**src/common/nisc_params.svh**
```systemverilog
// Purpose: constants of the interrupt pending/active state block
// Assumes: 32-bit AXI4-Lite register window, word aligned
// Notes: offsets are byte addresses
`ifndef NISC_PARAMS_SVH
`define NISC_PARAMS_SVH
`define NISC_NUM_IRQ 30
`define NISC_PRIO_W 3
`define NISC_ID_W 5
`define NISC_OFS_ENABLE 8'h00
`define NISC_OFS_SETPEND 8'h04
`define NISC_OFS_CLRPEND 8'h08
`define NISC_OFS_ACTIVE 8'h0c
`define NISC_OFS_PULSE 8'h10
`define NISC_OFS_SOFTWARE_TRIGGER_REG 8'h14
`define NISC_OFS_GROUP 8'h18
`define NISC_OFS_PRESENT 8'h1c
`define NISC_OFS_EVSTAT 8'h20
`define NISC_OFS_EVCLR 8'h24
`define NISC_OFS_EVEN 8'h28
`define NISC_OFS_PRIO0 8'h40
`define NISC_PRIO_WORDS 4
`define NISC_RST_ZERO 32'h0000_0000
`define NISC_RESP_OKAY 2'b00
`define NISC_RESP_SLVERR 2'b10
`endif

```
**src/common/nisc_pkg.sv**
```systemverilog
// Purpose: types of the interrupt pending/active state block
// Assumes: constants come from nisc_params.svh
// Notes: none
`include "nisc_params.svh"
package nisc_pkg;
  typedef logic [`NISC_NUM_IRQ-1:0] nisc_vec_t;
  typedef logic [`NISC_PRIO_W-1:0] nisc_prio_t;
  typedef logic [`NISC_ID_W-1:0] nisc_id_t;
  typedef enum logic [1:0]
  {
    NISC_W_IDLE = 2'b00,
    NISC_W_RESP = 2'b01
  } nisc_wst_t;
  typedef struct packed
  {
    logic [7:0] awaddr;
    logic awvalid;
    logic [31:0] wdata;
    logic [3:0] wstrb;
    logic wvalid;
    logic bready;
    logic [7:0] araddr;
    logic arvalid;
    logic rready;
  } nisc_axi_req_t;
  typedef struct packed
  {
    logic awready;
    logic wready;
    logic [1:0] bresp;
    logic bvalid;
    logic arready;
    logic [31:0] rdata;
    logic [1:0] rresp;
    logic rvalid;
  } nisc_axi_rsp_t;
  typedef struct packed
  {
    logic take;
    nisc_id_t take_id;
    logic ret;
    nisc_id_t ret_id;
  } nisc_core_req_t;
  typedef struct packed
  {
    logic irq_valid;
    nisc_id_t irq_id;
    nisc_prio_t irq_group;
    nisc_prio_t irq_sub;
    logic nmi;
  } nisc_core_rsp_t;
endpackage

```
**src/nisc_ctrl.sv**
```systemverilog
// Purpose: per-interrupt pending and active state with AXI4-Lite registers
// Assumes: request lines synchronous to clk_in
// Notes: one write and one read in flight at a time
`timescale 1ns/10ps
`include "nisc_params.svh"
// Behaviour
// RL1 - thirty inputs, each with priority 0..7, zero most urgent
// RL2 - each input is either level-sensitive or pulse detected
// RL3 - pulses sampled on rising clock edge and latched pending
// RL4 - peripheral holds a pulse high at least one clock
// RL5 - peripheral holds a level request until service no longer needed
// RL6 - entering service clears pending and sets active
// RL7 - line high while not active makes the interrupt pending
// RL8 - a rising edge on the line makes the interrupt pending
// RL9 - set-pending bit or software trigger number makes it pending
// RL10 - level return: line still high means pending, else inactive
// RL11 - pulse during service gives pending and active, pending after return
// RL12 - pulse with no new pulse in service goes inactive on return
// RL13 - clear-pending on level leaves state while line high, else inactive
// RL14 - clear-pending on pulse drops pending, keeps active
// RL15 - priority split into group and subpriority by a grouping setting
// RL16 - an external non-maskable input is provided
// RL17 - present smallest enabled pending priority, ties to lower number
module nisc_ctrl
(
  // clock, reset, enable
  input wire logic clk_in,
  input wire logic rstn_in,
  input wire logic ce_in,
  // peripheral requests and nmi
  input wire nisc_pkg::nisc_vec_t irq_in,
  input wire logic nmi_in,
  // core side
  input wire nisc_pkg::nisc_core_req_t core_in,
  output nisc_pkg::nisc_core_rsp_t core_out,
  // register bus
  input wire nisc_pkg::nisc_axi_req_t axi_in,
  output nisc_pkg::nisc_axi_rsp_t axi_out,
  // event interrupt
  output logic evirq_out
);
  import nisc_pkg::*;

  typedef struct packed
  {
    nisc_vec_t en;
    nisc_vec_t pend;
    nisc_vec_t act;
    nisc_vec_t pulse;
    nisc_vec_t line;
    logic [`NISC_NUM_IRQ*`NISC_PRIO_W-1:0] prio;
    logic [2:0] group;
    logic [1:0] evst;
    logic [1:0] even;
    nisc_axi_rsp_t axi;
    nisc_core_rsp_t core;
    logic evirq;
  } nisc_state_t;

  nisc_state_t s_q;
  nisc_state_t s_d;

  function automatic nisc_prio_t prio_of(input nisc_state_t s,
                                         input int i);
    prio_of = s.prio[i*`NISC_PRIO_W +: `NISC_PRIO_W];
  endfunction

  // group setting g: top (3-g) bits are group priority, rest subpriority
  function automatic nisc_prio_t grp_mask(input logic [2:0] g);
    grp_mask = (g >= 3'h3) ? 3'h0 : nisc_prio_t'(3'h7 << g);
  endfunction

  logic [7:0] waddr;
  logic wr_fire;
  logic rd_fire;
  logic [31:0] rdat;
  logic rd_ok;
  logic wr_ok;
  nisc_vec_t setp;
  nisc_vec_t clrp;
  nisc_vec_t rise;
  nisc_vec_t req;
  nisc_vec_t cand;
  logic found;
  nisc_id_t best_id;
  nisc_prio_t best_p;
  int pidx;

  assign waddr = axi_in.awaddr;
  assign wr_fire = axi_in.awvalid && axi_in.wvalid && !s_q.axi.bvalid;
  assign rd_fire = axi_in.arvalid && !s_q.axi.rvalid;

  always_comb
  begin
    rdat = `NISC_RST_ZERO;
    rd_ok = 1'b1;
    pidx = 0;
    case (axi_in.araddr)
      `NISC_OFS_ENABLE: rdat = 32'(s_q.en);
      `NISC_OFS_SETPEND: rdat = 32'(s_q.pend);
      `NISC_OFS_CLRPEND: rdat = 32'(s_q.pend);
      `NISC_OFS_ACTIVE: rdat = 32'(s_q.act);
      `NISC_OFS_PULSE: rdat = 32'(s_q.pulse);
      `NISC_OFS_GROUP: rdat = 32'(s_q.group);
      `NISC_OFS_PRESENT: rdat = 32'({s_q.core.irq_valid, s_q.core.irq_id});
      `NISC_OFS_EVSTAT: rdat = 32'(s_q.evst);
      `NISC_OFS_EVEN: rdat = 32'(s_q.even);
      default:
      begin
        if (axi_in.araddr >= `NISC_OFS_PRIO0 &&
            axi_in.araddr < `NISC_OFS_PRIO0 + 8'(4 * `NISC_PRIO_WORDS))
        begin
          pidx = 8 * int'(axi_in.araddr[3:2]);
          for (int k = 0; k < 8; k++)
            if (pidx + k < `NISC_NUM_IRQ)
              rdat[k*4 +: 3] = prio_of(s_q, pidx + k); // see RL1
        end
        else
          rd_ok = 1'b0;
      end
    endcase
  end

  always_comb
  begin
    wr_ok = (waddr <= `NISC_OFS_EVEN) && (waddr[1:0] == 2'b00) ||
            (waddr >= `NISC_OFS_PRIO0 &&
             waddr < `NISC_OFS_PRIO0 + 8'(4 * `NISC_PRIO_WORDS));
    setp = '0;
    clrp = '0;
    if (wr_fire && waddr == `NISC_OFS_SETPEND)
      setp = axi_in.wdata[`NISC_NUM_IRQ-1:0]; // see RL9
    if (wr_fire && waddr == `NISC_OFS_SOFTWARE_TRIGGER_REG &&
        axi_in.wdata[7:0] < 8'(`NISC_NUM_IRQ))
      setp[axi_in.wdata[`NISC_ID_W-1:0]] = 1'b1; // see RL9
    if (wr_fire && waddr == `NISC_OFS_CLRPEND)
      clrp = axi_in.wdata[`NISC_NUM_IRQ-1:0];
  end

  // rising edge against the previous clock's sample
  assign rise = irq_in & ~s_q.line; // see RL3
  always_comb
  begin
    for (int i = 0; i < `NISC_NUM_IRQ; i++)
      // a level line seen in the entry cycle must not undo the entry
      req[i] = s_q.pulse[i] ? rise[i] : // see RL2
               (irq_in[i] && !s_q.act[i] &&
                !(core_in.take && core_in.take_id == nisc_id_t'(i)));
  end

  // arbitration: lowest priority value wins, lower id on ties
  assign cand = s_q.en & s_q.pend;
  always_comb
  begin
    found = 1'b0;
    best_id = '0;
    best_p = '1;
    for (int i = 0; i < `NISC_NUM_IRQ; i++)
      if (cand[i] && (!found || prio_of(s_q, i) < best_p))
      begin
        found = 1'b1;
        best_id = nisc_id_t'(i);
        best_p = prio_of(s_q, i); // see RL17
      end
  end

  always_comb
  begin
    s_d = s_q;
    s_d.line = irq_in;
    for (int i = 0; i < `NISC_NUM_IRQ; i++)
    begin
      if (clrp[i])
      begin
        if (s_q.pulse[i])
          s_d.pend[i] = 1'b0; // see RL14
        else if (!irq_in[i])
          s_d.pend[i] = 1'b0; // see RL13
      end
      if (core_in.ret && core_in.ret_id == nisc_id_t'(i))
      begin
        s_d.act[i] = 1'b0; // see RL12
        if (!s_q.pulse[i] && irq_in[i])
          s_d.pend[i] = 1'b1; // see RL10
      end
      if (core_in.take && core_in.take_id == nisc_id_t'(i))
      begin
        s_d.pend[i] = 1'b0; // see RL6
        s_d.act[i] = 1'b1;
      end
      // new request wins over clear and entry; pulse in service
      // keeps both pending and active
      if (req[i] || setp[i])
        s_d.pend[i] = 1'b1; // see RL7 see RL8 see RL11
    end
    s_d.core.irq_valid = found;
    s_d.core.irq_id = best_id;
    s_d.core.irq_group = best_p & grp_mask(s_q.group); // see RL15
    s_d.core.irq_sub = best_p & ~grp_mask(s_q.group);
    s_d.core.nmi = nmi_in; // see RL16
    // bus slave
    if (s_q.axi.bvalid && axi_in.bready)
      s_d.axi.bvalid = 1'b0;
    if (s_q.axi.rvalid && axi_in.rready)
      s_d.axi.rvalid = 1'b0;
    s_d.axi.awready = 1'b0;
    s_d.axi.wready = 1'b0;
    s_d.axi.arready = 1'b0;
    if (wr_fire)
    begin
      s_d.axi.awready = 1'b1;
      s_d.axi.wready = 1'b1;
      s_d.axi.bvalid = 1'b1;
      s_d.axi.bresp = wr_ok ? `NISC_RESP_OKAY : `NISC_RESP_SLVERR;
      case (waddr)
        `NISC_OFS_ENABLE: s_d.en = axi_in.wdata[`NISC_NUM_IRQ-1:0];
        `NISC_OFS_PULSE: s_d.pulse = axi_in.wdata[`NISC_NUM_IRQ-1:0];
        `NISC_OFS_GROUP: s_d.group = axi_in.wdata[2:0];
        `NISC_OFS_EVCLR: s_d.evst = s_d.evst & ~(axi_in.wdata[1:0] &
                                    s_q.evst);
        `NISC_OFS_EVEN: s_d.even = axi_in.wdata[1:0];
        default:
        begin
          if (waddr >= `NISC_OFS_PRIO0 &&
              waddr < `NISC_OFS_PRIO0 + 8'(4 * `NISC_PRIO_WORDS))
            for (int k = 0; k < 8; k++)
              if (8 * int'(waddr[3:2]) + k < `NISC_NUM_IRQ &&
                  axi_in.wstrb[k/2])
                s_d.prio[(8*int'(waddr[3:2])+k)*`NISC_PRIO_W +:
                  `NISC_PRIO_W] = axi_in.wdata[k*4 +: 3]; // see RL1
        end
      endcase
    end
    if (rd_fire)
    begin
      s_d.axi.arready = 1'b1;
      s_d.axi.rvalid = 1'b1;
      s_d.axi.rdata = rdat;
      s_d.axi.rresp = rd_ok ? `NISC_RESP_OKAY : `NISC_RESP_SLVERR;
    end
    // events set again in the clearing cycle stay set
    if (found && !s_q.core.irq_valid)
      s_d.evst[0] = 1'b1;
    if (nmi_in && !s_q.core.nmi)
      s_d.evst[1] = 1'b1;
    s_d.evirq = |(s_d.evst & s_d.even);
  end

  always_ff @(posedge clk_in)
  begin
    if (!rstn_in)
      s_q <= '0;
    else if (ce_in)
      s_q <= s_d;
  end

  assign core_out = s_q.core;
  assign axi_out = s_q.axi;
  assign evirq_out = s_q.evirq;
endmodule

```
**config.mk**
```make
export PLATFORM = sky130hd
export DESIGN_NAME = nisc_ctrl
export DESIGN_NICKNAME = d
export VERILOG_FILES = /design/src/common/nisc_pkg.sv /design/src/nisc_ctrl.sv
export VERILOG_INCLUDE_DIRS = /design/src /design/src/common
export SDC_FILE = /design/constraint.sdc
export NUM_CORES = 1
export LEC_CHECK = 0
export ABC_CLOCK_PERIOD_IN_PS = 33700
export BUFFER_PORTS_ARGS = -buffer_cell sky130_fd_sc_hd__buf_2
export CAP_MARGIN = 0
export CELL_PAD_IN_SITES_DETAIL_PLACEMENT = 0
export CELL_PAD_IN_SITES_GLOBAL_PLACEMENT = 1
export CORE_ASPECT_RATIO = 0.6
export CORE_MARGIN = 4
export CORE_UTILIZATION = 42
export CTS_BUF_LIST = sky130_fd_sc_hd__clkbuf_8
export CTS_CLUSTER_DIAMETER = 30
export DETAILED_ROUTE_END_ITERATION = 8
export PLACE_DENSITY_LB_ADDON = 0.1
export SETUP_SLACK_MARGIN = 0.02
export SLEW_MARGIN = 20
export SYNTH_ARGS = -nofsm -noshare
export SYNTH_HDL_FRONTEND = slang
export SYNTH_SLANG_ARGS = --single-unit
```
**constraint.sdc**
```tcl
create_clock -name clk_in -period 33.7 [get_ports clk_in]
set_input_delay 3.37 -clock clk_in [delete_from_list [all_inputs] [get_ports clk_in]]
set_output_delay 3.37 -clock clk_in [all_outputs]
set_load 0.05 [all_outputs]
```
After elaboration in Yosys (flattened, before gate mapping)
Index checks and enable logic that the tools add are counted.
{ "word_totals": {"regBits": 301, "out_inout_bits": 55} }
{ "classes": {"n_mul": 16, "n_bitwise": 12, "order_cmp": 54, "eq_ne": 73, "n_shift": 25, "mux": 475, "n_reduce_logical": 466, "add_sub_neg": 22} }
{ "ops": {"columns": ["op", "count"], "rows": [
  ["90-bit 2-to-1 mux", 29],
  ["90-bit bitwise mux", 8],
  ["3-bit by 33-bit variable shift with 90-bit output (first input constant)", 8],
  ["3-bit by 33-bit indexed part select with 90-bit output", 8],
  ["90-bit by 9-bit indexed part select with 3-bit output", 7],
  ["32-bit by 6-bit < comparator with 1-bit output (second input constant)", 14],
  ["1-bit 2-to-1 mux", 338],
  ["8-bit negator with 33-bit output", 7],
  ["1-bit logical AND", 202],
  ["3-bit 2-to-1 mux", 47],
  ["5-bit equality test (second input constant)", 28],
  ["5-bit 2-to-1 mux", 28],
  ["1-bit logical NOT", 123],
  ["6-bit by 2-bit multiplier with 8-bit output (second input constant)", 14],
  ["30-bit 2-to-1 mux", 3],
  ["3-bit case mux with 5 select lines", 6],
  ["90-bit by 8-bit indexed part select with 3-bit output", 1],
  ["3-bit < comparator", 29],
  ["5-bit by 4-bit equality test with 1-bit output (second input constant)", 16],
  ["2-bit AND reduction", 34],
  ["2-bit nonzero test", 32],
  ["30-bit AND", 2],
  ["1-bit logical OR", 60],
  ["5-bit by 3-bit adder with 6-bit output (second input constant)", 8],
  ["other kinds (45)", 91]
]} }

Depth between registers and ports, before layout
Gate-level depths: netlist (run 1).
{ "logic_depth": {"word_depth": 122, "ltp_mapped": 209, "ltp_nobuf": 208} }

Least setup slack after synthesis (run 1)
No wires, ideal clock.
{ "synth_path": {"path_type": "flip-flop to flip-flop", "startpoint": "register s_q[242] in the netlist's numbering", "endpoint": "register s_q, in the netlist core_out[5]", "required_ns": 33.604, "setup_slack_ns": -0.817, "stages_incl_launch_ff": 199, "setup_ns": 0.096, "arrival_time_ns": 34.421, "cell_sequence": "dfxtp_1 > nand2_1 > nor2_1 > ha_1 > nor2_1 > or2_2 > o21bai_1 > nor2_1 > a21oi_1 > inv_1 > ha_1 > and2_1 > a21boi_0 > mux2i_1 > ha_1 > inv_1 > a2111oi_0 > or3_1 > [163 not listed] > nor2_1 > a41o_1 > a211oi_2 > a21o_1 > mux2i_1 > inv_1 > ha_1 > nor3_1 > nor2_1 > nor2_1 > a21oi_1 > mux2i_1 > ha_1 > a21o_1 > a211o_1 > o31ai_2 > mux2_2 > o41ai_2"} }
{ "synth_between": {"elab_chain_cells": 119, "elab_cells_between_ends": 177} }
{ "synth_lines": {"columns": ["item", "line", "source"], "rows": [
  ["from (decl)", "nisc_ctrl.sv:60", "nisc_state_t s_q;"],
  ["from (signal assigned)", "nisc_ctrl.sv:252", "s_q <= '0;"],
  ["from (signal assigned)", "nisc_ctrl.sv:254", "s_q <= s_d;"],
  ["30-bit AND (*)", "nisc_ctrl.sv:152", "assign cand = s_q.en & s_q.pend;"],
  ["3-bit 2-to-1 mux or 1-bit 2-to-1 mux (tied branches)", "nisc_ctrl.sv:159", "if (cand[i] && (!found || prio_of(s_q, i) < best_p))"],
  ["3-bit < comparator or 1-bit logical NOT (tied branches)", "nisc_ctrl.sv:159", null],
  ["1-bit logical OR", "nisc_ctrl.sv:159", null],
  ["1-bit logical AND", "nisc_ctrl.sv:159", null],
  ["3-bit 2-to-1 mux or 1-bit 2-to-1 mux (tied branches)", "nisc_ctrl.sv:159", null],
  ["3-bit < comparator or 1-bit logical NOT (tied branches)", "nisc_ctrl.sv:159", null],
  ["1-bit logical OR", "nisc_ctrl.sv:159", null],
  ["[103 not listed]", null, null],
  ["1-bit logical OR", "nisc_ctrl.sv:159", null],
  ["1-bit logical AND", "nisc_ctrl.sv:159", null],
  ["3-bit 2-to-1 mux or 1-bit 2-to-1 mux (tied branches)", "nisc_ctrl.sv:159", null],
  ["3-bit < comparator or 1-bit logical NOT (tied branches)", "nisc_ctrl.sv:159", null],
  ["1-bit logical OR", "nisc_ctrl.sv:159", null],
  ["1-bit logical AND", "nisc_ctrl.sv:159", null],
  ["3-bit 2-to-1 mux (*)", "nisc_ctrl.sv:159", null],
  ["3-bit AND (*)", "nisc_ctrl.sv:198", "s_d.core.irq_group = best_p & grp_mask(s_q.group);"]
]} }
Mark *: on every way between the ends. The rest lies on a longest branch, timed or not.
A chain may end at the register's enable or synchronous reset.

Final worst setup path (run 1)
{ "layout_path": {"startpoint": "register s_q[242] in the netlist's numbering", "endpoint": "register s_q, in the netlist core_out[3]"} }
{ "layout_between": {"elab_chain_cells": 119, "elab_cells_between_ends": 177} }
{ "layout_lines": {"columns": ["item", "line", "source"], "rows": [
  ["30-bit AND (*)", "nisc_ctrl.sv:152", null],
  ["3-bit 2-to-1 mux or 1-bit 2-to-1 mux (tied branches)", "nisc_ctrl.sv:159", null],
  ["3-bit < comparator or 1-bit logical NOT (tied branches)", "nisc_ctrl.sv:159", null],
  ["1-bit logical OR", "nisc_ctrl.sv:159", null],
  ["1-bit logical AND", "nisc_ctrl.sv:159", null],
  ["3-bit 2-to-1 mux or 1-bit 2-to-1 mux (tied branches)", "nisc_ctrl.sv:159", null],
  ["3-bit < comparator or 1-bit logical NOT (tied branches)", "nisc_ctrl.sv:159", null],
  ["1-bit logical OR", "nisc_ctrl.sv:159", null],
  ["[103 not listed]", null, null],
  ["1-bit logical OR", "nisc_ctrl.sv:159", null],
  ["1-bit logical AND", "nisc_ctrl.sv:159", null],
  ["3-bit 2-to-1 mux or 1-bit 2-to-1 mux (tied branches)", "nisc_ctrl.sv:159", null],
  ["3-bit < comparator or 1-bit logical NOT (tied branches)", "nisc_ctrl.sv:159", null],
  ["1-bit logical OR", "nisc_ctrl.sv:159", null],
  ["1-bit logical AND", "nisc_ctrl.sv:159", null],
  ["3-bit 2-to-1 mux (*)", "nisc_ctrl.sv:159", null],
  ["3-bit AND (*)", "nisc_ctrl.sv:199", "s_d.core.irq_sub = best_p & ~grp_mask(s_q.group);"]
]} }
Marked as above.

==> impl_results.md, run 1 <==
* Post-synth cell types at 97
* Post-Synth XOR/XNOR Area at 0.0432%
* Maximum fanout along the worst path at 5
* Synth Cell Area at slightly above 20000 um2
* GRT Residual Overflow at 0
* Critical Setup Path Class: reg -> reg
* Adder-Cell Fraction of Synth Area at 2.98%
* Vias per cell at about 6.2
* Final hold slack at ~0.47 ns
* Power density cells at around 34 nW/um2
* RSZ-0062 raised after global routing: yes
* Min-delay src: axi_out[33]$_SDFFE_PN0P_
* Synth area leaders: dfxtp_1, nand2_1, a21boi_0, o21ai_0, a21oi_1
* Synth Area in Compound Gates at between 20% and 30%
* Area grow syn2layout at 31.0%
* Footprint of the multi-input gates at around 14000 um2
* Die area at about 52000 um2
* Critical Path RT at 34.25 ns
* DP Area at 23000 um2
* Final period utilization at 98.0%
* Rows at 62
* Gp weighted congestion at between 1 and 1.5
* Syn avg cell area at ~7.6 um2
* Status: finished clean
* Normalized max-slew margin at around a fifth
* Hold Path Sink: axi_out[33]$_SDFFE_PN0P_
* Post-synth EDFFs at 0
* Final Hold Viols at 0
* Most area-hungry cell type in the Yosys netlist: dfxtp_1
* Synth top cells by count: nand2_1, dfxtp_1, o21ai_0, a21boi_0, a21oi_1
* Setup crit start kind: flop
* Sequential share of the synthesized area at 29.4%
* CTS Root Buffer Type: clkbuf_8
* First-pass DRT Iterations at 6
* Simple-Gate Fraction of Synth Area at 25.4%
* # setup viols final at 0
* Die X at between 200 and 300 um
* CTS tree: built
* Worst hold path type: reg -> reg
* Most frequent cell after synthesis: nand2_1
* R2r endpoint: core_out[3]$_SDFFE_PN0P_
* Total of max-cap violations at 0
* Final instance area at roughly 27000 um2
* Post-synthesis register bit count at ~300
* Critical-path top delay cell: a211oi_1
* Vias at roughly 23000
* Post-Route M1 WL at roughly 44000 um
* Initial drt markers at 3070
* Die Ht at between 150 and 200 um
* Ys Warns at 0
* Reg2reg path depth at between 200 and 250
* Worst-skew pair later-pin latency at around 0.67 ns
* DPL Wire Length at between 70000 and 80000 um
* CP Capture Type: flop
* CTS max path bufs at 3
* Hold depth at 2
* Uppermost layer routed: met5
* Clock Skews at 0.0557 ns
* Vias in the first global route at roughly 22000
* Metal3 WL at between 10000 and 15000 um
* Final critical-path required period at about 33 ns
* Post-route insts no fill at 3764
* Post-route ant nets at 0
* Worst r2r src: s_q[242]$_SDFFE_PN0P_
* Setup slack, reg-to-reg at roughly 0.67 ns
* Core area at between 40000 and 50000 um2
* Critical path's top delay family: compound AO/OA/AOI/OAI gates
* H-Tree Depth at 2
* Placed Cells incl. Taps at 3538
* Max incr delay on CP at around 0.46 ns
* Primary FF master, synth: dfxtp_1
* Async SR Flop Fraction at 0%
* CP arrival at 33.58 ns
* Most used cell, CP: ha_4
* CTS Sinks at about 300
* Final Max Slew Viols at 0
* # IOs at 158
* CP Buf/Inv Count at 30
* Least-Margin Pin Slew at ~1.2 ns
* DR WL met2 at 38900 um
* Share of layout cells above drive strength 1 at 29.7%
* GRT Total Usage at approximately a third
* WL final at 97400 um
* IO buf count at 153
* Inserted Clock Buffers at 59
* Fin nets at approximately 3200
* Antenna violations before repair at 4
* Largest family of logic cells by synthesized area: compound AO/OA/AOI/OAI gates
* Synth top area share at approximately 30%
* Filler cell count at between 4000 and 5000
* Routed wire per std cell at approximately 26 um
* Syn Inst Count at around 2700
* Achievable clock frequency at 30.3 MHz
* Residual DRC at 0
* First-pass GRT wire length at approximately 140000 um
* Clock Pin Slew Worst Setup and Hold Paths at roughly 0.07 ns
* Initial Util at 42.4%
* Register area at 5970 um2
* Mux contribution to synthesized area at under 10%
* Leakage power at around 11 nW
* VDD IR max at ~0.000032 V
* Largest net degree at the start of global routing at 112
flip-flops by register name (all words and copies together) (netlist names):
name / flops
axi_out: 37
s_q: 247
evirq_out: 1
core_out: 13
cell usage in the layout (no fill, tap or decap), types with 60 or more instances in the layout:
cell      synthesis  final
nand2_1         427    406
buf_4            54    390
dfxtp_1         298    297
a21boi_0        183    182
o21ai_0         188    170
buf_2             0    151
a21oi_1         172    148
nor2_1          133    120
nand3_1         119    112
nor2b_1          76     72
clkbuf_8          0     67
inv_1            69     60
stage by stage:
step | TNS, ns | total power, W | utilization (%) | worst slack (ns)
6_report | 0 | 0.000912 | 55.6 | 0.671
5_1_grt | -7.21 | 0.000935 | 55.6 | -0.871
4_1_cts | 0 | 0.000910 | 52.8 | 0.0330
3_5_place_dp | -18.86 | 0.000467 | 48.2 | -1.88
3_3_place_gp | -13.85 | 0.000465 | 48.2 | -1.39
2_1_floorplan | 0 | 0.000432 | - | 0.0432
kinds of logic after synthesis:
kind of cell | after synthesis
flops | 298
mux | 97
xor+xnor | 1
compound gates | 891
fa+ha+maj | 50
buf+inv | 285
simple gates | 1052
other cells | 1
what timing repair did:
action	4_1_cts	5_1_grt
buffers inserted	62	51
pin swaps	47	100
resized for setup	77	200
endpoints found under the setup margin	11	11
cloned	0	0
hold buffers	0	0
how the worst max path moves through the flow:
stage,startpoint,to,slack (ns),depth (start not counted)
detailed placement,s_q[242]$_SDFFE_PN0P_,core_out[5]$_SDFFE_PN0P_,-1.88,194
finish,s_q[242]$_SDFFE_PN0P_,core_out[3]$_SDFFE_PN0P_,0.67,201
floorplan,s_q[242]$_SDFFE_PN0P_,core_out[5]$_SDFFE_PN0P_,0.04,198
global route,s_q[242]$_SDFFE_PN0P_,core_out[3]$_SDFFE_PN0P_,-0.87,202
CTS,s_q[242]$_SDFFE_PN0P_,core_out[5]$_SDFFE_PN0P_,0.03,198
global placement,s_q[242]$_SDFFE_PN0P_,core_out[5]$_SDFFE_PN0P_,-1.39,194
per-layer routing:
layer  vias to the layer above  GRT usage, %
li1                      10500             -
met1                     11400          51.9
met2                      1332          49.5
met3                       173          9.43
met4                         2          11.2
met5                         -             0
power by group:
| part | switching, W | internal [W] | leakage [nW] | total [W] |
|---|---|---|---|---|
| clock | 0.000191 | 0.000258 | 0.733 | 0.000448 |
| combinational | 0.0000649 | 0.0000279 | 7.39 | 0.0000928 |
| sequential | 0.0000100 | 0.000361 | 2.42 | 0.000371 |
| total | 0.000265 | 0.000646 | 10.5 | 0.000912 |
layout make-up:
cell class	count	area share, %
Sequential cell	298	22.5
Inverter	69	1.01
Clock buffer	67	3.47
Timing Repair Buffer	550	14.2
Clock inverter	44	1.91
Antenna cell	2	0.0188
Multi-Input combinational cell	2094	53.9
Tap cell	640	3.01
worst register-to-register path: cells and delay by family (launching register included):
family	cells	cell delay (ns)
multiplexers	16	4.13
AND/OR/NAND/NOR	55	6.48
buffers and inverters	30	2.80
flip-flops	1	0.34
AO/OA/AOI/OAI	72	12.70
adder cells (fa/ha/maj)	28	6.50
Note: power is estimated with default switching activity, not from simulation.
==> run 2, diff against run 1 <==
--- a/config.mk
+++ b/config.mk
@@ -9,7 +9,7 @@
 export ABC_CLOCK_PERIOD_IN_PS = 33700
 export BUFFER_PORTS_ARGS = -buffer_cell sky130_fd_sc_hd__buf_2
 export CAP_MARGIN = 0
-export CELL_PAD_IN_SITES_DETAIL_PLACEMENT = 0
+export CELL_PAD_IN_SITES_DETAIL_PLACEMENT = 1
 export CELL_PAD_IN_SITES_GLOBAL_PLACEMENT = 1
 export CORE_ASPECT_RATIO = 0.6
 export CORE_MARGIN = 4
==> impl_results.md, run 2 (synthesized netlist as in run 1, its figures left out) <==
* Status: finished, violations left (was finished clean)
* Failing checks: setup timing
* Final Hold Viols at 0 (unchanged)
* Final hold slack at 0.474 ns (was 0.470 ns)
* Share of layout cells above drive strength 1 at 31.3% (was 29.7%)
* GRT Residual Overflow at 0 (unchanged)
* GRT Total Usage at 38.6% (was 35.2%)
* Final instance area at 27100 um2 (was 26600 um2)
* Vias at 24900 (was 23500)
* Critical Setup Path Class: reg -> reg (unchanged)
* Normalized max-slew margin at 22.8% (was 20.2%)
* Switching power total at 0.000263 W (was 0.000265 W)
* Initial Util at 42.4% (unchanged)
* Final Max Slew Viols at 0 (unchanged)
* Vias per cell at 6.52 (was 6.23)
* WL final at 111000 um (was 97400 um)
* Critical path's top delay family: compound AO/OA/AOI/OAI gates (unchanged)
* Power density cells at 32.6 nW/um2 (was 34.3 nW/um2)
* VDD IR max at 0.0000315 V (about the same)
* # setup viols final at 3 (was 0)
* Most common cell after layout, fill and taps aside: buf_4 (was nand2_1)
* Area grow syn2layout at 33.8% (was 31.0%)
* CP Buf/Inv Count at 27 (was 30)
* Least-Margin Pin Slew at 1.16 ns (was 1.19 ns)
* Clock Pin Slew Worst Setup and Hold Paths at 0.07 ns (about the same)
* P_int at 0.000622 W (was 0.000646 W)
* Max reg flops at 247 (unchanged)
* Clock network fraction of total power at 47.3% (was 49.2%)
* Core area at 47800 um2 (unchanged)
* Sw frac at 29.7% (was 29.1%)
* Reg with most FFs: s_q (unchanged)
* Seq pwr share at 41.9% (was 40.7%)
* RSZ-0062 raised after global routing: yes (unchanged)
* Min setup slack post-route at -0.182 ns (was 0.671 ns)
* Die X at 292 um (unchanged)
* Critical Path RT at 34.27 ns (was 34.25 ns)
* Largest net degree at the start of global routing at 112 (unchanged)
* Setup crit start kind: flop (unchanged)
* H-Tree Depth at 2 (unchanged)
* Worst hold path type: reg -> reg (unchanged)
* Most used cell, CP: ha_4 (unchanged)
* CP arrival at 34.46 ns (was 33.58 ns)
* Leakage power at 10.9 nW (was 10.5 nW)
* Post-route ant nets at 0 (unchanged)
* Clock Skews at 0.0774 ns (was 0.0557 ns)
* Commonest non-fill, non-tap cells in the layout: buf_4, nand2_1, dfxtp_1 (was nand2_1, buf_4, dfxtp_1)
* Pwr Total at 0.000886 W (was 0.000912 W)
* CTS Root Buffer Type: clkbuf_8 (unchanged)
* DP Area at 23000 um2 (unchanged)
* Maximum fanout along the worst path at 7 (was 5)
* Residual DRC at 0 (unchanged)
* Vias in the first global route at 24300 (was 21600)
* DPL Wire Length at 76600 um (was 71200 um)
* Post-route insts no fill at 3816 (was 3764)
* Comb power frac at 10.8% (was 10.2%)
* Max incr delay on CP at 0.46 ns (about the same)
* IO buf count at 153 (unchanged)
* Achievable clock frequency at 29.5 MHz (was 30.3 MHz)
* Die area at 52000 um2 (unchanged)
* Worst-skew pair later-pin latency at 0.68 ns (was 0.67 ns)
* Fin nets at 3273 (was 3216)
* Total of max-cap violations at 0 (unchanged)
* CTS Sinks at 298 (unchanged)
* Antenna violations before repair at 3 (was 4)
* Die Ht at 178 um (unchanged)
* Final period utilization at 101% (was 98.0%)
* First-pass GRT wire length at 153000 um (was 139000 um)
* Routed wire per std cell at 29.0 um (was 25.9 um)
* CTS tree: built (unchanged)
* CP Capture Type: flop (unchanged)
* Initial drt markers at 2985 (was 3070)
* Inserted Clock Buffers at 58 (was 59)
* # IOs at 158 (unchanged)
* Final critical-path required period at 33.88 ns (was 33.03 ns)
* Placed Cells incl. Taps at 3538 (unchanged)
* Setup WS pre-CTS at -2.80 ns (was -1.88 ns)
* CTS max path bufs at 3 (unchanged)
* Rows at 62 (unchanged)
* Critical-path top delay cell: a2111oi_1 (was a211oi_1)
* First-pass DRT Iterations at 7 (was 6)
* Gp weighted congestion at 1.02 (unchanged)
==> run 2: stage by stage <==
step	util [%]	setup TNS (ns)
after floorplan	-	0
after global placement	48.2	-13.85
after detailed placement	48.2	-28.95
after CTS	54.0	0
after global routing	56.8	-10.84
final	56.8	-0.371
==> run 2: timing repair <==
item | in CTS | in global routing
hold buffers | 0 | 0
gates resized for setup | 128 | 188
setup buffers | 122 | 54
setup endpoints to repair | 11 | 11
hold endpoints to repair | 0 | 0
pin swaps | 61 | 112
==> run 2: final timing paths <==
path / start / endpoint / slack, ns / cells past startpoint
setup / recovery: s_q[242]$_SDFFE_PN0P_ / core_out[3]$_SDFFE_PN0P_ / -0.18 / 193
hold / removal: axi_out[33]$_SDFFE_PN0P_ / axi_out[33]$_SDFFE_PN0P_ / 0.47 / 2
setup reg to reg: s_q[242]$_SDFFE_PN0P_ / core_out[3]$_SDFFE_PN0P_ / -0.18 / 193
hold reg to reg: axi_out[33]$_SDFFE_PN0P_ / axi_out[33]$_SDFFE_PN0P_ / 0.47 / 2
==> run 2: tightest hold or removal path, cell delays in order (launching register included) <==
cell	delay, ns
dfxtp_1	0.31
nand2_1	0.05
a21boi_0	0.06
==> run 2: layout make-up <==
cell class                 count  area [um2]
fill                        5830       20700
multi-input combinational   2094       14500
sequential                   298        5970
timing repair buffer         608        4240
clock buffer                  72         991
tap                          640         801
clock inverter                34         322
inverter                      69         272
antenna                        1        2.50
==> run 2: per-layer routing <==
metal  vias up  GRT usage (%)  wire (um)
li1      10600              -          -
met1     12400           51.9      45600
met2      1514           57.3      46000
met3       320           13.0      13900
met4         2           15.1       5290
met5         -              0         13
==> run 2: power by group through the flow <==
stage / registers [W] / logic [W] / clock network [W]
floorplan: 0.000373 / 0.0000586 / 0
global placement: 0.000377 / 0.0000878 / 0
detailed placement: 0.000378 / 0.0000902 / 0
CTS: 0.000371 / 0.0000910 / 0.000418
global route: 0.000371 / 0.0000991 / 0.000439
finish: 0.000371 / 0.0000953 / 0.000419
